## src/shared/elac_defines.vh

```
`ifndef ELAC_DEFINES_VH
`define ELAC_DEFINES_VH
// Register word indices; the byte address on the bus is the index times four.
`define ELAC_IDX_STATUS     8'hE4
`define ELAC_IDX_OUTCTL     8'hE5
`define ELAC_IDX_LATCTL     8'hE9
`define ELAC_IDX_EVSTAT     8'hF0
`define ELAC_IDX_EVEN       8'hF1
`define ELAC_IDX_EVCLR      8'hF2
`define ELAC_ADDR_W         12
// Latch control register fields.
`define ELAC_LC_IR_POL      1
`define ELAC_LC_IR_IEN      2
`define ELAC_LC_IR_CLR      3
`define ELAC_LC_PW_POL      4
`define ELAC_LC_PW_IEN      5
`define ELAC_LC_PW_CLR      6
// Status register fields.
`define ELAC_ST_AFC_LSB     0
`define ELAC_ST_AFC_MSB     2
`define ELAC_ST_IR          3
`define ELAC_ST_VSYNC       4
// Output control register field.
`define ELAC_OC_SHIFT       2
// Event register fields.
`define ELAC_EV_IR          0
`define ELAC_EV_PW          1
`define ELAC_EV_W           2
// Reset values.
`define ELAC_RST_LATCTL     8'h00
`define ELAC_RST_OUTCTL     8'h04
`define ELAC_RST_EV         2'h0
`define ELAC_RST_SHIFT      1'b1
`endif

```

## src/hdl/elac_edge_latch.v

```verilog
`timescale 1ns/1ps
`include "elac_defines.vh"

// Synchroniser, edge detector and set-dominant latch for one input pin.
module elac_edge_latch
(
	input  wire clk_i,
	input  wire arst_n_i,
	input  wire pin_i,
	input  wire rise_sel_i,
	input  wire clear_i,
	output wire latch_o,
	output wire edge_o
);
	reg sync1_q;
	reg sync2_q;
	reg prev_q;
	reg latch_q;
	wire hit;

	// Edge seen on the synchronised level, selected by polarity.
	assign hit    = rise_sel_i ? (sync2_q & ~prev_q) : (~sync2_q & prev_q); // [RULE_01] [RULE_06]
	assign edge_o = hit;
	assign latch_o = latch_q;

	// Two flops first; only the second is ever looked at.
	always @(posedge clk_i or negedge arst_n_i)
	begin
		if (!arst_n_i)
		begin
			sync1_q <= 1'b0;
			sync2_q <= 1'b0;
			prev_q  <= 1'b0;
			latch_q <= 1'b0;
		end
		else
		begin
			sync1_q <= pin_i; // [RULE_13]
			sync2_q <= sync1_q;
			prev_q  <= sync2_q;
			// A set in the same cycle as a clear wins, so no edge is lost.
			if (hit)
				latch_q <= 1'b1; // [RULE_13]
			else if (clear_i)
				latch_q <= 1'b0; // [RULE_02] [RULE_07]
		end
	end
endmodule

```

## src/hdl/elac_top.v

```verilog
// Function
// [RULE_01] IR latch sets on rising edge when polarity bit one, else falling.
// [RULE_02] Writing one to IR clear bit resets IR latch; write each time.
// [RULE_03] IR enable high: IR request low-active equals inverse of IR latch.
// [RULE_04] IR enable low: IR request held high.
// [RULE_05] Status bit 3 reads IR latch state.
// [RULE_06] Power latch sets on rising edge when polarity one, else falling.
// [RULE_07] Writing one to power clear bit resets power latch; write each time.
// [RULE_08] Power enable high: power request equals inverse of power latch.
// [RULE_09] Power enable low: power request held high.
// [RULE_10] Status bits 2..0 report AFC comparator code, tracked continuously.
// [RULE_11] Output control bit 2 selects lowered thresholds at zero, standard at one.
// [RULE_12] Status VSYNC bit reads inverse of vertical sync pin.
// [RULE_13] Pins synchronised before edge detection; set wins over clear.
//
// Register access over APB was decided locally.
`timescale 1ns/1ps
`include "elac_defines.vh"

module elac_top
(
	input  wire        CLK_SYS_I,
	input  wire        ARST_N_I,
	input  wire        PSEL_I,
	input  wire        PENABLE_I,
	input  wire        PWRITE_I,
	input  wire [11:0] PADDR_I,
	input  wire [31:0] PWDATA_I,
	output reg  [31:0] PRDATA_O,
	output reg         PREADY_O,
	output reg         PSLVERR_O,
	input  wire        INFRARED_INPUT_PIN_I,
	input  wire        POWER_INPUT_PIN_I,
	input  wire        VSYNC_PIN_I,
	input  wire [2:0]  AFC_LEVEL_CODE_I,
	output reg         AFC_RANGE_SHIFT_O,
	output reg         IR_IRQ_N_O,
	output reg         POWER_IRQ_N_O,
	output reg         IRQ_O
);
	// ****************************************************************
	// Registers and wires
	// ****************************************************************
	reg  [7:0]            latctl_q;
	reg  [`ELAC_EV_W-1:0] ev_stat_q;
	reg  [`ELAC_EV_W-1:0] ev_en_q;
	reg                   ir_clr_q;
	reg                   pw_clr_q;
	reg  [7:0]            status_d;
	reg  [31:0]           rdata_d;
	reg                   err_d;
	wire                  ir_latch;
	wire                  pw_latch;
	wire                  ir_edge;
	wire                  pw_edge;
	wire [`ELAC_EV_W-1:0] ev_hit;
	wire                  setup;
	wire                  wr_acc;
	wire [`ELAC_EV_W-1:0] ev_clr;

	// ****************************************************************
	// Latches
	// ****************************************************************

	// One instance per latch pin; clear pulses come from the bus write decode.
	elac_edge_latch u_ir
	(
		.clk_i      (CLK_SYS_I),
		.arst_n_i   (ARST_N_I),
		.pin_i      (INFRARED_INPUT_PIN_I),
		.rise_sel_i (latctl_q[`ELAC_LC_IR_POL]),
		.clear_i    (ir_clr_q),
		.latch_o    (ir_latch),
		.edge_o     (ir_edge)
	);

	elac_edge_latch u_pw
	(
		.clk_i      (CLK_SYS_I),
		.arst_n_i   (ARST_N_I),
		.pin_i      (POWER_INPUT_PIN_I),
		.rise_sel_i (latctl_q[`ELAC_LC_PW_POL]),
		.clear_i    (pw_clr_q),
		.latch_o    (pw_latch),
		.edge_o     (pw_edge)
	);

	// ****************************************************************
	// Bus decode
	// ****************************************************************

	// Every access completes in its first access cycle; PREADY is registered.
	assign setup  = PSEL_I & ~PENABLE_I;
	assign wr_acc = PSEL_I & PENABLE_I & PREADY_O & PWRITE_I;
	assign ev_hit = {pw_edge, ir_edge};
	assign ev_clr = (wr_acc && PADDR_I == {`ELAC_IDX_EVCLR, 2'b00}) ?
	                PWDATA_I[`ELAC_EV_W-1:0] : {`ELAC_EV_W{1'b0}};

	// Status byte: AFC code, IR latch and inverted VSYNC, upper bits zero.
	always @*
	begin
		status_d = 8'h00;
		status_d[`ELAC_ST_AFC_MSB:`ELAC_ST_AFC_LSB] = AFC_LEVEL_CODE_I; // [RULE_10]
		status_d[`ELAC_ST_IR]    = ir_latch;     // [RULE_05]
		status_d[`ELAC_ST_VSYNC] = ~VSYNC_PIN_I; // [RULE_12]
	end

	// Read mux; unmapped addresses answer zero with an error.
	always @*
	begin
		rdata_d = 32'h0000_0000;
		err_d   = 1'b0;
		case (PADDR_I)
			{`ELAC_IDX_STATUS, 2'b00}: rdata_d[7:0] = status_d;
			{`ELAC_IDX_OUTCTL, 2'b00}: rdata_d[`ELAC_OC_SHIFT] = AFC_RANGE_SHIFT_O;
			{`ELAC_IDX_LATCTL, 2'b00}: rdata_d[7:0] = latctl_q;
			{`ELAC_IDX_EVSTAT, 2'b00}: rdata_d[`ELAC_EV_W-1:0] = ev_stat_q;
			{`ELAC_IDX_EVEN, 2'b00}:   rdata_d[`ELAC_EV_W-1:0] = ev_en_q;
			{`ELAC_IDX_EVCLR, 2'b00}:  rdata_d = 32'h0000_0000;
			default:                   err_d = 1'b1;
		endcase
	end

	// ****************************************************************
	// Register file
	// ****************************************************************

	// Clear bits are set-only: they make one-cycle pulses and read back zero.
	always @(posedge CLK_SYS_I or negedge ARST_N_I)
	begin
		if (!ARST_N_I)
		begin
			PREADY_O          <= 1'b0;
			PRDATA_O          <= 32'h0000_0000;
			PSLVERR_O         <= 1'b0;
			latctl_q          <= `ELAC_RST_LATCTL;
			AFC_RANGE_SHIFT_O <= `ELAC_RST_SHIFT;
			ev_en_q           <= `ELAC_RST_EV;
			ir_clr_q          <= 1'b0;
			pw_clr_q          <= 1'b0;
		end
		else
		begin
			PREADY_O  <= setup;
			PRDATA_O  <= setup && !PWRITE_I ? rdata_d : 32'h0000_0000;
			PSLVERR_O <= setup & err_d;
			ir_clr_q  <= 1'b0;
			pw_clr_q  <= 1'b0;
			if (wr_acc)
			begin
				case (PADDR_I)
					{`ELAC_IDX_LATCTL, 2'b00}:
					begin
						latctl_q <= PWDATA_I[7:0] &
						            ~((8'h01 << `ELAC_LC_IR_CLR) | (8'h01 << `ELAC_LC_PW_CLR));
						ir_clr_q <= PWDATA_I[`ELAC_LC_IR_CLR]; // [RULE_02]
						pw_clr_q <= PWDATA_I[`ELAC_LC_PW_CLR]; // [RULE_07]
					end
					{`ELAC_IDX_OUTCTL, 2'b00}:
						AFC_RANGE_SHIFT_O <= PWDATA_I[`ELAC_OC_SHIFT]; // [RULE_11]
					{`ELAC_IDX_EVEN, 2'b00}:
						ev_en_q <= PWDATA_I[`ELAC_EV_W-1:0];
					default:
						ev_en_q <= ev_en_q;
				endcase
			end
		end
	end

	// ****************************************************************
	// Events and interrupts
	// ****************************************************************

	// Sticky edge events; a new edge beats a clear in the same cycle.
	always @(posedge CLK_SYS_I or negedge ARST_N_I)
	begin
		if (!ARST_N_I)
			ev_stat_q <= `ELAC_RST_EV;
		else
			ev_stat_q <= (ev_stat_q & ~ev_clr) | ev_hit;
	end

	// Request lines registered; the IR and power requests lag their latch by one cycle, IRQ_O lags the event status.
	always @(posedge CLK_SYS_I or negedge ARST_N_I)
	begin
		if (!ARST_N_I)
		begin
			IR_IRQ_N_O    <= 1'b1;
			POWER_IRQ_N_O <= 1'b1;
			IRQ_O         <= 1'b0;
		end
		else
		begin
			IR_IRQ_N_O    <= latctl_q[`ELAC_LC_IR_IEN] ? ~ir_latch : 1'b1; // [RULE_03] [RULE_04]
			POWER_IRQ_N_O <= latctl_q[`ELAC_LC_PW_IEN] ? ~pw_latch : 1'b1; // [RULE_08] [RULE_09]
			IRQ_O         <= |(ev_stat_q & ev_en_q);
		end
	end
endmodule

```

## config.mk

```make
export PLATFORM = sky130hd
export DESIGN_NAME = elac_top
export DESIGN_NICKNAME = d
export VERILOG_FILES = /design/src/hdl/elac_edge_latch.v /design/src/hdl/elac_top.v
export VERILOG_INCLUDE_DIRS = /design/src /design/src/shared
export SDC_FILE = /design/constraint.sdc
export NUM_CORES = 1
export LEC_CHECK = 0
export BUFFER_PORTS_ARGS = -buffer_cell sky130_fd_sc_hd__buf_4
export CORE_MARGIN = 2
export CORE_UTILIZATION = 46
export DETAILED_ROUTE_END_ITERATION = 8
export PLACE_DENSITY = 0.84
export RECOVER_POWER = 25
export SLEW_MARGIN = 0
export SYNTH_ARGS = -nofsm -noshare
export SYNTH_HDL_FRONTEND = slang
export SYNTH_HIERARCHICAL = 1
export SYNTH_SLANG_ARGS = --single-unit
```

## constraint.sdc

```tcl
create_clock -name CLK_SYS_I -period 3.4 [get_ports CLK_SYS_I]
set_clock_uncertainty 0.05 [all_clocks]
set_input_delay 0.34 -clock CLK_SYS_I [delete_from_list [all_inputs] [get_ports CLK_SYS_I]]
set_output_delay 0.34 -clock CLK_SYS_I [all_outputs]
set_load 0.02 [all_outputs]
```

# Yosys cells after proc, flatten, opt, wreduce, memory -nomap -nowiden
# Cells that the tools add are included.
[totals]
register_bits = 34
in_bits = 55
[op_classes]
n_mux = 18
eq_ne = 6
bitwise = 21
reduce_logical = 10
[ops]
columns = ["cell", "count"]
rows = [
  ["$eq A12 B10 Y1 const B", 6],
  ["$mux W1", 13],
  ["$pmux W5 S2", 1],
  ["$and A1 B1 Y1", 9],
  ["$mux W8", 1],
  ["$not A1 Y1", 8],
  ["$pmux W2 S4", 1],
  ["$reduce_and A2 Y1", 3],
  ["$reduce_or A6 Y1", 1],
  ["$and A2 B2 Y2", 2],
  ["$reduce_bool A2 Y1", 2],
  ["$pmux W1 S3", 1],
  ["$logic_and A1 B1 Y1", 2],
  ["$mux W2", 1],
  ["$not A2 Y2", 1],
  ["$or A2 B2 Y2", 1],
  ["$reduce_or A2 Y1", 1],
  ["$logic_not A1 Y1", 1],
]

# Logic depth before layout (Yosys ltp)
[logic_depth]
ltp_word = 8
mapped_depth = 5

# By module
# The synthesis kept the hierarchy.
[by_module_without_submodules]
columns = ["mod", "seq_area_each_um2", "cells_each", "area_each_um2", "n_inst"]
rows = [
  ["elac_top", 629.4, 116, 1301.2, 1],
  ["elac_edge_latch", 100.1, 9, 145.1, 2],
]

# Least setup slack after synthesis
# OpenSTA, ideal clock, no wires.
[synth_path]
kind = "input to register"
start = "input port PADDR_I[1]"
end = "register ev_en_q[0]"
required_time_ns = 3.225
t_arrival_ns = 1.646
path_stages = 5
n_path_buf = 1
setup_time_ns = 0.125
slack_ns = 1.579
cell_sequence = "or3b_1 or3_1 buf_2 nor2_2 mux2_2"
[synth_via]
elab_chain_len = 2
[synth_lines]
columns = ["item", "line", "rtl"]
rows = [
  ["start: declaration", "elac_top.v:27", "input wire [11:0] PADDR_I,"],
  ["$eq A12 B10 Y1", "elac_top.v:151", "case (PADDR_I)"],
  ["$reduce_and A2 Y1 (no line)", "--", ""],
  ["end signal: assignment", "elac_top.v:138", "ev_en_q <= `ELAC_RST_EV;"],
  ["end signal: assignment", "elac_top.v:162", "ev_en_q <= PWDATA_I[`ELAC_EV_W-1:0];"],
  ["end signal: assignment", "elac_top.v:164", "ev_en_q <= ev_en_q;"],
  ["end: declaration", "elac_top.v:46", "reg [`ELAC_EV_W-1:0] ev_en_q;"],
]
# No other way between the ends.
# A chain may end at the register's enable or synchronous reset.

==> flow_summary.toml <==
[floorplanning]
core_area_mm2 = 0.003337
ios = 93
start_util_pct = 47.69
die_width_um = 62.82
design.die.area_mm2 = 0.003946
row_count = 21
fp.dieH_um = 62.82

[worst_setup_path]
r2r_slack_ns = 1.61
cp_cell_sequence = "dlygate4sd3_1 > clkbuf_1"
rr_worst_depth = 4
cpMaxStageDelayCell = "clkbuf_1"
crit_type = "in -> async"
rr_endpoint = "latctl_q[1]$_DFFE_PN0P_"
worstPathRequired_ns = 3.49
end_kind = "async pin"
critPathBufInv = 2
path_max_fanout = 33
reg2reg_from = "PREADY_O$_DFF_PN0_"
startpoint_type = "primary input"
critPathMaxStageDelay_ns = 1.21
cp_top_family = "buffers and inverters"
arrival_ns = 2.08

[clocking]
postCtsSetupRepairBufs = 0
clk_pin_slew_worst_paths_ns = 0.09
cts_buffer_depth = 2
cts_tree = "done"
cts_hold_buf = 1
cts_root_buffer = "clkbuf_4"
cts_max_level = 2
cts.sinks = 33
cts_buffers = 5
cts_resized = 0
clk_latency_ns = 0.33

[pwr]
p_total_mw = 0.6886
power_density_mw_per_mm2 = 360.2
peakVddDrop_mv = 0.2341
leakagePower_nw = 0.9640

[layout]
drive_gt1_share_pct = 36.61
register_area_um2 = 829.5
antenna_cells = 0
final_area_mm2 = 0.001912
multi_input_area_um2 = 621.8
layout.nets = 237
fillers = 295
syn2layout_area_growth_pct = 20.13

[timing]
fmax_ghz = 0.5036
tns_ns = 0
fin_crit_ns = 1.986
worstMarginPinSlew_ns = 1.666
final-setup-viol-count = 0
slew_violations = 34
rsz0062_at_grt = "no"
relSlewSlack_pct = -11.05
hold_viol_final = 0
finalCritPeriodShare_pct = 58.41
setup_slack_ns = 1.414
fin_hold_ws_ns = 0.08474

[synthesis]
yosys-top-cells-area = "dfrtp_1 (47%), buf_4 (12%), mux2_2 (7.8%)"
syn_inst = 134
synth_top_area_share_pct = 47.17
yosys.area.top_type = "dfrtp_1"
synthesis.area_mm2 = 0.001592
ys_warn_count = 6
syn-mean-instance-area_um2 = 11.88
synth_seq_cells = 33
synth.distinct_cells = 37
ys_seq_area_share_pct = 52.12

[hold_path]
hp-class = "in -> reg"
hp-start = "INFRARED_INPUT_PIN_I"
hold_depth = 1
min_to = "u_ir/sync1_q$_DFF_PN0_"

[outcome]
failed_checks = "capacitance limit, slew limit"
status = "finished with violations"

[global_routing]
grt_max_degree = 34
grt-ovfl-total = 0
grt_pass1_wl_mm = 4.995
antenna_found_initial = 0
grt_pass1_vias = 1105
track_usage_pct = 16.73

[detailed_routing]
final_antenna_net_count = 0
dr.pass1.iters = 4
num_vias = 1112
wl_per_cell_um = 12.90
viasPerCell = 4.856
drt-initial-drc-count = 21
wl_mm = 2.953
drc_errors = 0

[placed_design]
io_buffers = 43
place_area_mm2 = 0.001864
post-dp-hpwl_mm = 2.227
routabilityCongestion = 0.8036
place_ws_ns = 1.369

[job]
drv_cap = 1
-- layer usage --
layer / wire (µm) / part of all wire [%] / global-route usage (%) / vias up
li1: - / - / - / 519
met5: 0 / 0 / 0 / -
met2: 1487 / 50 / 28.63 / 57
met1: 1175 / 40 / 17.87 / 530
met4: 34 / 1.2 / 7.222 / 0
met3: 255 / 8.6 / 7.387 / 6
-- stage by stage --
stage	utilization, %	cells
detailed placement	55.87	220
finish	57.29	229
floorplan	-	158
global route	57.29	229
CTS	57.71	229
global placement	55.87	220
-- flip-flops by register name, indices dropped and copies added, names as in the netlist --
signal,flops
u_pw/prev_q,1
u_ir/sync1_q,1
IR_IRQ_N_O,1
u_pw/sync1_q,1
u_ir/latch_o,1
AFC_RANGE_SHIFT_O,1
PRDATA_O,7
IRQ_O,1
POWER_IRQ_N_O,1
ev_stat_q,2
ir_clr_q,1
u_ir/sync2_q,1
u_pw/latch_o,1
latctl_q,6
ev_en_q,2
PREADY_O,1
u_pw/sync2_q,1
PSLVERR_O,1
pw_clr_q,1
u_ir/prev_q,1
-- kinds of logic (layout without fill, tap and decap cells) --
group / count (synthesis) / after routing / synth area share [%]
flops: 33 / 33 / 52.12
compound gates: 13 / 13 / 7.233
simple gates: 41 / 41 / 17.92
buf+inv: 34 / 59 / 14.07
mux: 12 / 12 / 8.412
other cells: 1 / 25 / 0.2356
-- where the power goes --
group	total, mW	internal (mW)	switching (mW)
Clock	0.204	0.0787	0.125
Sequential	0.400	0.397	0.00284
Combinational	0.0850	0.0334	0.0515
-- worst max-delay path by stage --
| stage | end | depth (start not counted) | from |
|---|---|---|---|
| 2_1_floorplan | ev_en_q[0]$_DFFE_PN0P_ | 5 | PADDR_I[1] |
| 3_3_place_gp | latctl_q[2]$_DFFE_PN0P_ | 5 | PADDR_I[11] |
| 3_5_place_dp | latctl_q[4]$_DFFE_PN0P_ | 5 | PADDR_I[11] |
| 4_1_cts | latctl_q[2]$_DFFE_PN0P_ | 4 | PREADY_O$_DFF_PN0_ |
| 5_1_grt | latctl_q[1]$_DFFE_PN0P_ | 2 | ARST_N_I |
| 6_report | latctl_q[1]$_DFFE_PN0P_ | 2 | ARST_N_I |
-- synthesized netlist by cell type --
cell type	n
a222oi_1	2
nor2_1	5
and2_1	2
a2111oi_0	1
mux2i_1	1
and4bb_4	1
and4bb_1	1
nand4bb_1	1
o22ai_1	1
buf_4	25
buf_2	2
nand2_1	4
or3_1	1
and3_1	2
conb_1	1
or3b_1	1
nor4bb_1	1
and2b_1	1
a22o_1	1
nand2b_4	2
nor2_2	1
nor3_1	1
nand3b_1	3
o221ai_2	2
mux2_2	11
dfrtp_1	30
o21ai_0	2
nor3b_1	2
nand2b_1	1
nor4b_1	2
and4_1	1
dfstp_2	3
inv_1	7
o22a_1	1
nor4_1	4
nand3_1	4
a21o_1	3
-- cells in the final DEF (no fill, tap or decap), types with 2 or more instances in the layout --
cell type   n
nor3b_1     2
nand2b_4    2
nor4_1      4
and2_1      2
a222oi_1    2
dfstp_2     3
clkbuf_1    3
nand3_1     4
dfrtp_1    30
conb_1     25
mux2_2     11
and3_1      2
nor2_1      5
clkinv_2    2
buf_4      39
o21ai_0     2
clkbuf_4    7
inv_1       7
a21o_1      3
nor4b_1     2
nand2_1     4
nand3b_1    3
-- cell type report --
class,instances,area share (%)
inverter,7,1.374
clock buffer,6,2.160
sequential,33,43.39
clock inverter,2,0.5236
tap,46,3.010
timing repair buffer,44,17.02
multi-input combinational,91,32.53
No activity file was read; power rests on OpenSTA's default activity.
